[config.mk]
export PLATFORM = sky130hd
export DESIGN_NAME = adcsr_top
export DESIGN_NICKNAME = d
export VERILOG_FILES = /design/src/adcsr_pkg.sv /design/src/adcsr_sync.sv /design/src/adcsr_top.sv
export SDC_FILE = /design/constraint.sdc
export NUM_CORES = 1
export LEC_CHECK = 0
export ABC_AREA = 1
export BUFFER_PORTS_ARGS = -buffer_cell sky130_fd_sc_hd__buf_2
export CAP_MARGIN = 20
export CORE_MARGIN = 2
export CORE_UTILIZATION = 40
export DETAILED_ROUTE_END_ITERATION = 8
export SLEW_MARGIN = 20
export SYNTH_ARGS = -nofsm -noshare
export SYNTH_HDL_FRONTEND = slang
export SYNTH_HIERARCHICAL = 1
export SYNTH_SLANG_ARGS = --single-unit
[constraint.sdc]
create_clock -name sys_clk -period 13.25 [get_ports sys_clk]
set_input_delay 0.6625 -clock sys_clk [delete_from_list [all_inputs] [get_ports sys_clk]]
set_output_delay 0.6625 -clock sys_clk [all_outputs]
set_load 0.02 [all_outputs]
[src/adcsr_pkg.sv]
// Constants for the status word and calibration coefficient register access block.
package adcsr_pkg;

	// ----------------------------------------------------------------
	// Port select codes
	// ----------------------------------------------------------------
	localparam logic PORT_SEL_CONTROL = 1'h0;
	localparam logic PORT_SEL_CAL = 1'h1;

	// ----------------------------------------------------------------
	// Control word field positions
	// ----------------------------------------------------------------
	localparam int CTL_SINGLE_OR_DIFFERENTIAL_BIT = 13;
	localparam int CTL_CHAN_HI = 12;
	localparam int CTL_CHAN_LO = 10;
	localparam int CTL_POWER_HI = 9;
	localparam int CTL_POWER_LO = 8;
	localparam int CTL_READ_SEL_HI = 7;
	localparam int CTL_READ_SEL_LO = 6;
	localparam int CTL_ANALOG_RANGE_MODE_BIT = 5;
	localparam int CTL_CAL_KIND_BIT = 3;
	localparam int CTL_CAL_SEL_HI = 2;
	localparam int CTL_CAL_SEL_LO = 1;
	localparam int CTL_START_CAL_BIT = 0;

	// ----------------------------------------------------------------
	// Read select codes
	// ----------------------------------------------------------------
	localparam logic [1:0] READ_SEL_RESULT = 2'h0;
	localparam logic [1:0] READ_SEL_CAL = 2'h2;
	localparam logic [1:0] READ_SEL_STATUS = 2'h3;

	// ----------------------------------------------------------------
	// Calibration selection codes and pointer indices
	// ----------------------------------------------------------------
	localparam logic [1:0] CAL_SEL_ALL = 2'h0;
	localparam logic [1:0] CAL_SEL_GAIN_OFFSET = 2'h1;
	localparam logic [1:0] CAL_SEL_OFFSET = 2'h2;
	localparam logic [1:0] CAL_SEL_GAIN = 2'h3;
	localparam int CAL_COUNT = 10;
	localparam int CAL_DATA_W = 14;
	localparam logic [3:0] CAL_IDX_GAIN = 4'h0;
	localparam logic [3:0] CAL_IDX_OFFSET = 4'h1;
	localparam logic [3:0] CAL_IDX_DAC_LAST = 4'h9;

	// ----------------------------------------------------------------
	// Reset values
	// ----------------------------------------------------------------
	localparam logic [13:0] OFFSET_RESET = 14'h2000;
	localparam logic [13:0] GAIN_RESET = 14'h2000;
	localparam logic [13:0] DAC_RESET = 14'h0000;
	localparam logic [15:0] CONTROL_RESET = 16'h0000;

	// ----------------------------------------------------------------
	// Fixed status and calibration read bit values
	// ----------------------------------------------------------------
	localparam logic [1:0] STATUS_TOP_FIXED = 2'h0;
	localparam logic [1:0] STATUS_MID_FIXED = 2'h3;
	localparam logic [1:0] CAL_READ_LEAD = 2'h0;

endpackage

[src/adcsr_sync.sv]
// Two flip-flop synchroniser for a group of pin levels.
`timescale 1ns/10ps
module adcsr_sync #(
	parameter int WIDTH = 1,
	parameter logic [WIDTH-1:0] RESET_VALUE = '0
) (
	input wire logic sys_clk,
	input wire logic reset_n,
	input wire logic [WIDTH-1:0] async_in,
	output logic [WIDTH-1:0] sync_out
);

	logic [WIDTH-1:0] first_stage;

	// The first stage feeds only the second stage, so metastability settles there.
	always_ff @(posedge sys_clk or negedge reset_n) begin
		if (!reset_n) begin
			first_stage <= RESET_VALUE;
			sync_out <= RESET_VALUE;
		end else begin
			first_stage <= async_in;
			sync_out <= first_stage;
		end
	end

endmodule

[src/adcsr_top.sv]
// Status word and calibration coefficient register access behind the parallel port.
`timescale 1ns/10ps

// What this block does
// RULE1: Status bits 15,14 zero; 7,6 one.
// RULE2: Status 13..10 show input and channel.
// RULE3: Status 9,8 show power setting bits.
// RULE4: Status bit 5 shows analog mode.
// RULE5: Status bit 4 shows conversion or calibration busy.
// RULE6: Status bit 3 shows calibration kind.
// RULE7: Status bits 2,1 echo calibration select.
// RULE8: Status bit 0 shows calibration running.
// RULE9: Ten host readable and writable calibration registers.
// RULE10: Calibration engine updates registers automatically.
// RULE11: Select field picks all, pair, offset, gain.
// RULE12: Host never mixes reads and writes.
// RULE13: Host selects calibration reads before reading.
// RULE14: Pointer restarts on control write or end.
// RULE15: Pointer starts at gain, offset-only excepted.
// RULE16: Pointer advances after each full access.
// RULE17: Byte mode advances after high byte.
// RULE18: Host accesses low byte first.
// RULE19: Abandoned sequence restarts on next control write.
// RULE20: Calibration reads carry two leading zeros.
// RULE21: Offset register has 14 data bits.
// RULE22: Offset register defaults near 2000 hex.
// RULE23: Read select 11 picks the status word.
// RULE24: Status fields power up as zero.
// RULE25: Gain register has 14 data bits.
// RULE26: Full order: gain, offset, eight DAC.
module adcsr_top
	import adcsr_pkg::*;
(
	input wire logic sys_clk,
	input wire logic reset_n,
	input wire logic chip_select_n,
	input wire logic read_n,
	input wire logic write_n,
	input wire logic port_select,
	input wire logic high_byte_enable,
	input wire logic byte_mode,
	input wire logic [15:0] data_in,
	output logic [15:0] data_out,
	output logic data_oe_n,
	input wire logic conversion_busy,
	input wire logic calibration_busy,
	input wire logic [11:0] conversion_result,
	input wire logic engine_write,
	input wire logic [3:0] engine_index,
	input wire logic [13:0] engine_data,
	output logic start_calibration,
	output logic single_or_differential,
	output logic [2:0] channel_select,
	output logic [1:0] power_setting,
	output logic analog_range_mode,
	output logic calibration_kind,
	output logic [1:0] calibration_select,
	output logic [13:0] gain_coefficient,
	output logic [13:0] offset_trim_coefficient,
	output logic [8*14-1:0] dac_coefficients
);

	// ----------------------------------------------------------------
	// Reset release
	// ----------------------------------------------------------------
	logic [1:0] reset_pipe;
	logic rst_n;

	// Asynchronous assertion, release lined up with the clock.
	always_ff @(posedge sys_clk or negedge reset_n) begin
		if (!reset_n) begin
			reset_pipe <= 2'h0;
		end else begin
			reset_pipe <= {reset_pipe[0], 1'h1};
		end
	end
	assign rst_n = reset_pipe[1];

	// ----------------------------------------------------------------
	// Pin synchronisers
	// ----------------------------------------------------------------
	logic [5:0] strobe_sync;
	logic [15:0] data_sync;
	logic [1:0] status_sync;
	logic cs_n_s;
	logic rd_n_s;
	logic wr_n_s;
	logic port_s;
	logic high_byte_enable_s;
	logic byte_s;

	adcsr_sync #(
		.WIDTH(6),
		.RESET_VALUE(6'h07)
	) strobe_sync_inst (
		.sys_clk(sys_clk),
		.reset_n(rst_n),
		.async_in({byte_mode, high_byte_enable, port_select, chip_select_n, read_n, write_n}),
		.sync_out(strobe_sync)
	);

	adcsr_sync #(
		.WIDTH(16),
		.RESET_VALUE(16'h0000)
	) data_sync_inst (
		.sys_clk(sys_clk),
		.reset_n(rst_n),
		.async_in(data_in),
		.sync_out(data_sync)
	);

	adcsr_sync #(
		.WIDTH(2),
		.RESET_VALUE(2'h0)
	) busy_sync_inst (
		.sys_clk(sys_clk),
		.reset_n(rst_n),
		.async_in({conversion_busy, calibration_busy}),
		.sync_out(status_sync)
	);

	assign wr_n_s = strobe_sync[0];
	assign rd_n_s = strobe_sync[1];
	assign cs_n_s = strobe_sync[2];
	assign port_s = strobe_sync[3];
	assign high_byte_enable_s = strobe_sync[4];
	assign byte_s = strobe_sync[5];

	// ----------------------------------------------------------------
	// Strobe edge detection
	// ----------------------------------------------------------------
	logic wr_n_prev;
	logic rd_n_prev;
	logic cs_n_prev;
	logic write_done;
	logic read_done;
	logic read_active;

	// Accesses complete on the trailing edge, as on any asynchronous parallel port.
	always_ff @(posedge sys_clk or negedge rst_n) begin
		if (!rst_n) begin
			wr_n_prev <= 1'h1;
			rd_n_prev <= 1'h1;
			cs_n_prev <= 1'h1;
		end else begin
			wr_n_prev <= wr_n_s;
			rd_n_prev <= rd_n_s;
			cs_n_prev <= cs_n_s;
		end
	end
	assign write_done = wr_n_s && !wr_n_prev && !cs_n_prev;
	assign read_done = rd_n_s && !rd_n_prev && !cs_n_prev;
	assign read_active = !rd_n_s && !cs_n_s;

	// ----------------------------------------------------------------
	// Control fields
	// ----------------------------------------------------------------
	logic [15:0] control;
	logic control_write;
	logic cal_write;
	logic [1:0] read_select;

	assign control_write = write_done && (port_s == PORT_SEL_CONTROL);
	assign cal_write = write_done && (port_s == PORT_SEL_CAL);

	// Control word captured whole; start bit is never kept, it only pulses.
	// RULE24: fields power up zero
	always_ff @(posedge sys_clk or negedge rst_n) begin
		if (!rst_n) begin
			control <= CONTROL_RESET;
		end else if (control_write) begin
			control <= data_sync & ~(16'h0001 << CTL_START_CAL_BIT);
		end
	end

	// One-cycle request to the calibration engine.
	always_ff @(posedge sys_clk or negedge rst_n) begin
		if (!rst_n) begin
			start_calibration <= 1'h0;
		end else begin
			start_calibration <= control_write && data_sync[CTL_START_CAL_BIT];
		end
	end

	assign single_or_differential = control[CTL_SINGLE_OR_DIFFERENTIAL_BIT];
	assign channel_select = control[CTL_CHAN_HI:CTL_CHAN_LO];
	assign power_setting = control[CTL_POWER_HI:CTL_POWER_LO];
	assign read_select = control[CTL_READ_SEL_HI:CTL_READ_SEL_LO];
	assign analog_range_mode = control[CTL_ANALOG_RANGE_MODE_BIT];
	assign calibration_kind = control[CTL_CAL_KIND_BIT];
	assign calibration_select = control[CTL_CAL_SEL_HI:CTL_CAL_SEL_LO];

	// ----------------------------------------------------------------
	// Calibration pointer
	// ----------------------------------------------------------------
	logic [3:0] pointer;
	logic [3:0] next_pointer;
	logic [3:0] first_index;
	logic [3:0] last_index;
	logic [1:0] next_sel;
	logic cal_read;
	logic full_access;

	// The restart point depends on the selection being written, not the old one.
	assign next_sel = control_write ? data_sync[CTL_CAL_SEL_HI:CTL_CAL_SEL_LO] : calibration_select;

	// RULE15: offset-only starts at offset
	always_comb begin
		first_index = CAL_IDX_GAIN;
		if (next_sel == CAL_SEL_OFFSET) begin
			first_index = CAL_IDX_OFFSET;
		end
	end

	// RULE11: selection decides the set
	// RULE26: gain, offset, then DACs
	always_comb begin
		case (calibration_select)
			CAL_SEL_ALL: begin
				last_index = CAL_IDX_DAC_LAST;
			end
			CAL_SEL_GAIN_OFFSET: begin
				last_index = CAL_IDX_OFFSET;
			end
			CAL_SEL_OFFSET: begin
				last_index = CAL_IDX_OFFSET;
			end
			CAL_SEL_GAIN: begin
				last_index = CAL_IDX_GAIN;
			end
			default: begin
				last_index = CAL_IDX_GAIN;
			end
		endcase
	end

	assign cal_read = read_done && (read_select == READ_SEL_CAL);
	// RULE17: byte mode completes on high byte
	assign full_access = (cal_write || cal_read) && (!byte_s || high_byte_enable_s);

	// RULE14: restart on control write
	// RULE19: abandoned sequence restarts here
	// RULE16: advance after full access
	always_comb begin
		next_pointer = pointer;
		if (control_write) begin
			next_pointer = first_index;
		end else if (full_access) begin
			if (pointer >= last_index) begin
				next_pointer = first_index;
			end else begin
				next_pointer = pointer + 4'h1;
			end
		end
	end

	always_ff @(posedge sys_clk or negedge rst_n) begin
		if (!rst_n) begin
			pointer <= CAL_IDX_GAIN;
		end else begin
			pointer <= next_pointer;
		end
	end

	// ----------------------------------------------------------------
	// Calibration coefficient storage
	// ----------------------------------------------------------------
	logic [CAL_DATA_W-1:0] cal_regs [CAL_COUNT];
	logic [CAL_DATA_W-1:0] host_value;
	logic [CAL_DATA_W-1:0] current_value;

	assign current_value = cal_regs[pointer];

	// Byte writes merge into the coefficient; word writes replace it.
	// RULE21: offset holds 14 bits
	// RULE25: gain holds 14 bits
	always_comb begin
		host_value = data_sync[CAL_DATA_W-1:0];
		if (byte_s) begin
			if (high_byte_enable_s) begin
				host_value = {data_sync[5:0], current_value[7:0]};
			end else begin
				host_value = {current_value[13:8], data_sync[7:0]};
			end
		end
	end

	// The engine wins a collision: it only runs while the host is told to stay away.
	// RULE9: ten host accessible registers
	// RULE10: engine updates coefficients
	// RULE22: offset default value
	always_ff @(posedge sys_clk or negedge rst_n) begin
		if (!rst_n) begin
			for (int i = 0; i < CAL_COUNT; i++) begin
				cal_regs[i] <= DAC_RESET;
			end
			cal_regs[CAL_IDX_GAIN] <= GAIN_RESET;
			cal_regs[CAL_IDX_OFFSET] <= OFFSET_RESET;
		end else if (engine_write && (engine_index < 4'(CAL_COUNT))) begin
			cal_regs[engine_index] <= engine_data;
		end else if (cal_write) begin
			cal_regs[pointer] <= host_value;
		end
	end

	assign gain_coefficient = cal_regs[CAL_IDX_GAIN];
	assign offset_trim_coefficient = cal_regs[CAL_IDX_OFFSET];

	generate
		for (genvar g = 0; g < 8; g++) begin : g_dac
			assign dac_coefficients[g*14 +: 14] = cal_regs[g + 2];
		end
	endgenerate

	// ----------------------------------------------------------------
	// Status word
	// ----------------------------------------------------------------
	logic [15:0] device_state_word;
	logic any_busy;

	assign any_busy = status_sync[1] || status_sync[0];

	// Live fields: the word always reflects the settings now in force.
	// RULE1: fixed bits
	// RULE2: input and channel
	// RULE3: power bits
	// RULE4: analog mode
	// RULE5: busy bit
	// RULE6: calibration kind
	// RULE7: selection echo
	// RULE8: calibration running
	assign device_state_word = {STATUS_TOP_FIXED, single_or_differential, channel_select,
		power_setting, STATUS_MID_FIXED, analog_range_mode, any_busy,
		calibration_kind, calibration_select, status_sync[0]};

	// ----------------------------------------------------------------
	// Read data path
	// ----------------------------------------------------------------
	logic [15:0] read_word;
	logic [15:0] next_data;
	logic [15:0] cal_word;

	// RULE20: two leading zeros
	assign cal_word = {CAL_READ_LEAD, current_value};

	// RULE23: status word on select 11
	always_comb begin
		case (read_select)
			READ_SEL_STATUS: begin
				read_word = device_state_word;
			end
			READ_SEL_CAL: begin
				read_word = cal_word;
			end
			default: begin
				read_word = {4'h0, conversion_result};
			end
		endcase
	end

	// In byte mode both halves leave on the low lane, chosen by the high byte enable.
	always_comb begin
		next_data = read_word;
		if (byte_s) begin
			next_data = {8'h00, high_byte_enable_s ? read_word[15:8] : read_word[7:0]};
		end
	end

	// Data is refreshed every cycle so a slow strobe sees settled values.
	always_ff @(posedge sys_clk or negedge rst_n) begin
		if (!rst_n) begin
			data_out <= 16'h0000;
			data_oe_n <= 1'h1;
		end else begin
			data_out <= next_data;
			data_oe_n <= !read_active;
		end
	end

endmodule

---- Yosys cells after proc, flatten, opt, wreduce, memory -nomap -nowiden ----
Cells that the tools add are included.
storage, ports and cells
  bits in registers ....................... 224
  output and inout bits ................... 168
  logic and storage cells ................. 90
cells by class
  reduce and logical (&&, ||, !) cells .... 27
  magnitude comparators ................... 6
  muxes and demuxes ....................... 22
  bitwise logic cells ..................... 3
  add/subtract/negate cells ............... 1
  equality and inequality tests ........... 6
operators by type and width
  kind                                                                          number
  140-bit bitwise mux                                                           2
  140-bit 2-to-1 mux                                                            2
  14-bit demux with 4-bit select                                                2
  14-bit 2-to-1 mux                                                             7
  14-bit binary-select mux with 4-bit select                                    1
  14-bit one-hot mux with 2 select lines                                        1
  1-bit logical AND                                                             13
  4-bit 2-to-1 mux                                                              3
  4-bit one-hot mux with 3 select lines                                         1
  2-bit equality test, second input constant                                    5
  5-bit greater-or-equal comparator, second input constant                      2
  5-bit by 1-bit less-than comparator with 1-bit output, second input constant  2
  4-bit inverter with 5-bit output                                              2
  8-bit 2-to-1 mux                                                              1
  1-bit logical NOT                                                             7
  4-bit by 1-bit adder with 4-bit output, second input constant                 1
  4-bit greater-or-equal comparator                                             1
  4-bit less-than comparator, second input constant                             1
  2-bit nonzero test                                                            2
  1-bit logical OR                                                              3
  2-bit by 1-bit equality test with 1-bit output, second input constant         1
  2-bit logical NOT                                                             1
  2-bit 2-to-1 mux                                                              1
  2-bit OR reduction                                                            1
  2 further kinds                                                               2

---- Depth between registers and ports, before layout ----
  word-level depth ........................ 10
  gate-level depth with buffers ........... 12

---- By module ----
Netlist, hierarchy kept.
modules (own cells, without submodules)
  module                         area each (µm²)  times used  cells an instance  sequential area each (µm²)
  adcsr_top                      10,055.9         1           1,403              4,436.8
  adcsr_sync (data_sync_inst)    800.8            1           32                 800.8
  adcsr_sync (strobe_sync_inst)  307.8            1           12                 307.8
  adcsr_sync (busy_sync_inst)    100.1            1           4                  100.1

---- Worst setup path after synthesis ----
OpenSTA, ideal clock, no wires.
  kind .................................... flip-flop to flip-flop
  start point ............................. reg pointer[0]
  end point ............................... reg cal_regs (netlist bit dac_coefficients[31])
  arrival time ............................ 1.978 ns
  stages on the path, launching flop included .. 12
  setup slack ............................. 11.142 ns
  required time ........................... 13.120 ns
  setup time .............................. 0.130 ns
  path buffers ............................ 4
  cell sequence ........................... dfrtp_1 -> buf_2 -> inv_1 -> buf_2 -> buf_2 -> ha_1 -> nand3_1 -> nor2_2 -> nor2_2 -> buf_2 -> a22oi_1 -> o21ai_0
on the way
  longest elaborated chain between the ends .. 9
  elaborated cells between the ends (all ways) .. 14
ends and longest elaborated chain
  what                                                      line                                text
  start, declared                                           adcsr_top.sv:196                    logic [3:0] pointer;
  start signal, assigned                                    adcsr_top.sv:261                    pointer <= next_pointer;
  4-bit inverter with 5-bit output (implied by the code) *  adcsr_top.sv:272, adcsr_top.sv:302
  14-bit binary-select mux with 4-bit select                adcsr_top.sv:272                    assign current_value = cal_regs[pointer];
  14-bit 2-to-1 mux (implied by the code) (2 in a row)      adcsr_top.sv:272
  14-bit 2-to-1 mux                                         adcsr_top.sv:280                    if (high_byte_enable_s) begin
  14-bit 2-to-1 mux                                         adcsr_top.sv:279                    if (byte_s) begin
  140-bit bitwise mux *                                     adcsr_top.sv:302                    cal_regs[pointer] <= host_value;
  140-bit 2-to-1 mux *                                      adcsr_top.sv:301                    end else if (cal_write) begin
  140-bit 2-to-1 mux *                                      adcsr_top.sv:299                    end else if (engine_write && (engine_index < 4'(CAL_COUNT))) begin
  end signal, assigned by index                             adcsr_top.sv:300                    cal_regs[engine_index] <= engine_data;
  end signal, assigned by index                             adcsr_top.sv:302
  end, declared                                             adcsr_top.sv:268                    logic [CAL_DATA_W-1:0] cal_regs [CAL_COUNT];
Mark *: on every way between the ends. The rest lies on a longest branch, timed or not. The select of a mux whose other input is x is not followed.
A chain may end at the register's enable or synchronous reset.

---- Worst setup path after layout ----
  start point ............................. reg pointer[0]
  end point ............................... reg cal_regs (netlist bit offset_trim_coefficient[12])
The elaborated chain is that of the path after synthesis.

==> qor.csv <==
stage,metric,value,unit
run_status,status,"complete, no violations",
placed_design,dp_hpwl,27.7,mm
timing,grt_setup_unrepaired,false,
global_routing,grt_pass1_wl,58.7,mm
die,start_util,40.4,%
yosys,synth_warnings,6,
worst_setup_path,path_class,flip-flop to flip-flop,
global_routing,antenna_found_initial,1,
power,vdd.ir_drop.worst,0.105,mV
timing,max_freq,326,MHz
cts,cts_tree,built,
timing,worst_slew_pin_slew,1.05,ns
hold_path,hp-class,primary input to flip-flop,
timing,min_period,3.07,ns
timing,tns,0,ns
drt,via_per_inst,5.31,
global_routing,overflow,0,
timing,finalHoldViolCount,0,
placed_design,gp_congestion,0.980,
finish,n_fill_cell,2810,
drt,ant_nets,0,
hold_path,hold_depth,1,
hold_path,hp-start,write_n,
cts,cts_root_buf,clkbuf_16,
timing,setup_ws,10.18,ns
cts,htree_levels,1,
drt,routedWlPerCell,19.1,um
worst_setup_path,critPathMaxFanout,72,
die,io_pins,225,
yosys,syn_area,11200,sq um
worst_setup_path,cp-start-kind,flip-flop,
placed_design,io_buffers,220,
hold_path,min_to,strobe_sync_inst/first_stage[0]$_DFF_PN1_,
die,rows,61,
cts,cts.sinks,221,
cts,cts-buffers-inserted,26,
worst_setup_path,end_kind,flip-flop,
timing,fin_crit_sh,23.2,%
worst_setup_path,worst_ep_required_time,13.71,ns
run,maxCapViolCount,0,
global_routing,grt_max_degree,80,
die,die_area,29300,sq um
finish,multi_input_area,4570,sq um
drt,drt_first_pass_iters,6,
global_routing,grt_pass1_vias,10200,
global_routing,grt_usage,26.3,%
die,dieWidth,171,um
drt,drcViolationCount,0,
worst_setup_path,worst_ep_arrival_time,3.53,ns
die,die_h,171,um
power,power_density,236,nW/um^2
timing,slew_viol_final,0,
yosys,synth.avg_cell_area,7.72,sq um
drt,drt_wl_total,38.8,mm
timing,slew_headroom,29.9,%
cts,cts_setup_buffers,0,
finish,fin_nets,1693,
worst_setup_path,r2r_slack,10.18,ns
yosys,syn_inst,1447,
finish,regArea,5550,sq um
drt,drtIter0Drc,1119,
die,core_area,27600,sq um
drt,route.vias.total,10800,
finish,areaGrowthSynthToFinish,20.4,%
timing,hold_ws,0.226,ns
cts,clockBufferDepth,3,
worst_setup_path,worstRegToRegCells,12,
cts,path_clk_slew,0.06,ns
finish,drive_gt1_share,20.1,%
worst_setup_path,r2r-end,offset_trim_coefficient[12]$_DFFE_PN0P_,
power,p_leak,0.00707,uW
placed_design,post-place-ws,9.99,ns
timing,final.setup_skew,0.0172,ns
worst_setup_path,rr_startpoint,pointer[0]$_DFFE_PN0P_,
timing,finalSetupViolCount,0,
cts,clk_latency,0.54,ns
## sequential cells by signal, summed over array words and instances (netlist names)
signal	count
strobe_sync_inst/sync_out	6
cs_n_prev	1
offset_trim_coefficient	14
reset_pipe	2
control	12
wr_n_prev	1
data_sync_inst/sync_out	14
dac_coefficients	112
strobe_sync_inst/first_stage	6
data_out	14
busy_sync_inst/sync_out	2
data_sync_inst/first_stage	14
data_oe_n	1
start_calibration	1
gain_coefficient	14
pointer	4
rd_n_prev	1
busy_sync_inst/first_stage	2
## worst max path at each step
stage                                  from                                       to  slack, ns  cells past startpoint
floorplan           reset_pipe[1]$_DFF_PN0_  busy_sync_inst/first_stage[0]$_DFF_PN0_       6.66                      0
global placement     pointer[1]$_DFFE_PN0P_   offset_trim_coefficient[4]$_DFFE_PN0P_       9.95                      8
detailed placement   pointer[1]$_DFFE_PN0P_   offset_trim_coefficient[4]$_DFFE_PN0P_       9.99                      8
CTS                  pointer[1]$_DFFE_PN0P_   offset_trim_coefficient[4]$_DFFE_PN0P_       9.97                      8
global route         pointer[0]$_DFFE_PN0P_         dac_coefficients[33]$_DFFE_PN0P_       9.93                      9
finish               pointer[0]$_DFFE_PN0P_  offset_trim_coefficient[12]$_DFFE_PN0P_      10.18                     12
## placed cells by master, fill, tap and decap left out, drive strengths merged, types with 2 or more instances in the layout
cell      count
nand2       448
buf         233
dfrtp       209
inv         185
nand3       116
o21ai       109
nor2         99
a22oi        73
a21oi        65
clkbuf       33
dfstp        12
nand4        10
nor3         10
a21boi        8
ha            6
clkinv        6
a221oi        5
clkinvlp      5
bufinv        4
or2           3
conb          3
a41oi         2
nor3b         2
## area by class of cell
class | instances | area share [%]
Sequential cell | 221 | 41.3
Multi-Input combinational cell | 962 | 34.0
Timing Repair Buffer | 234 | 9.02
Clock buffer | 33 | 5.49
Inverter | 185 | 5.17
Tap cell | 378 | 3.52
Clock inverter | 15 | 1.48
Antenna cell | 1 | 0.0186
## worst max-delay path, stage by stage (launching register included)
cell	delay (ns)
dfrtp_2	0.34
buf_4	0.64
inv_1	0.14
buf_4	0.34
nand2_1	0.13
nand3_1	0.09
nand2_1	0.18
nand2_1	0.07
nand3_1	0.13
nand2_1	0.06
nand2_1	0.51
nand2_1	0.14
a21oi_1	0.17
## per-layer routing
| metal | wire length, um | GRT usage (%) |
|---|---|---|
| met5 | 0 | 0 |
| met4 | 1450 | 10.5 |
| met3 | 3150 | 3.40 |
| met2 | 18400 | 42.5 |
| met1 | 15900 | 35.7 |
## report_power, final
part / switching, uW / internal, uW
combinational: 938 / 405
clock: 300 / 474
sequential: 174 / 875
total: 1410 / 1750
## timing repair
action,4_1_cts,5_1_grt
hold buffers,1,0
resized for setup,0,0
endpoints found under the hold margin,2,0
## through the flow
step,util [%],instance area (sq um),power [uW],std cells
global placement,45.2,12500,2380,1978
floorplan,-,11200,1900,1448
detailed placement,45.2,12500,2400,1978
global route,48.7,13400,3360,2029
CTS,48.6,13400,3180,2027
finish,48.7,13400,3170,2029
Power figures use the tool's default switching activity.
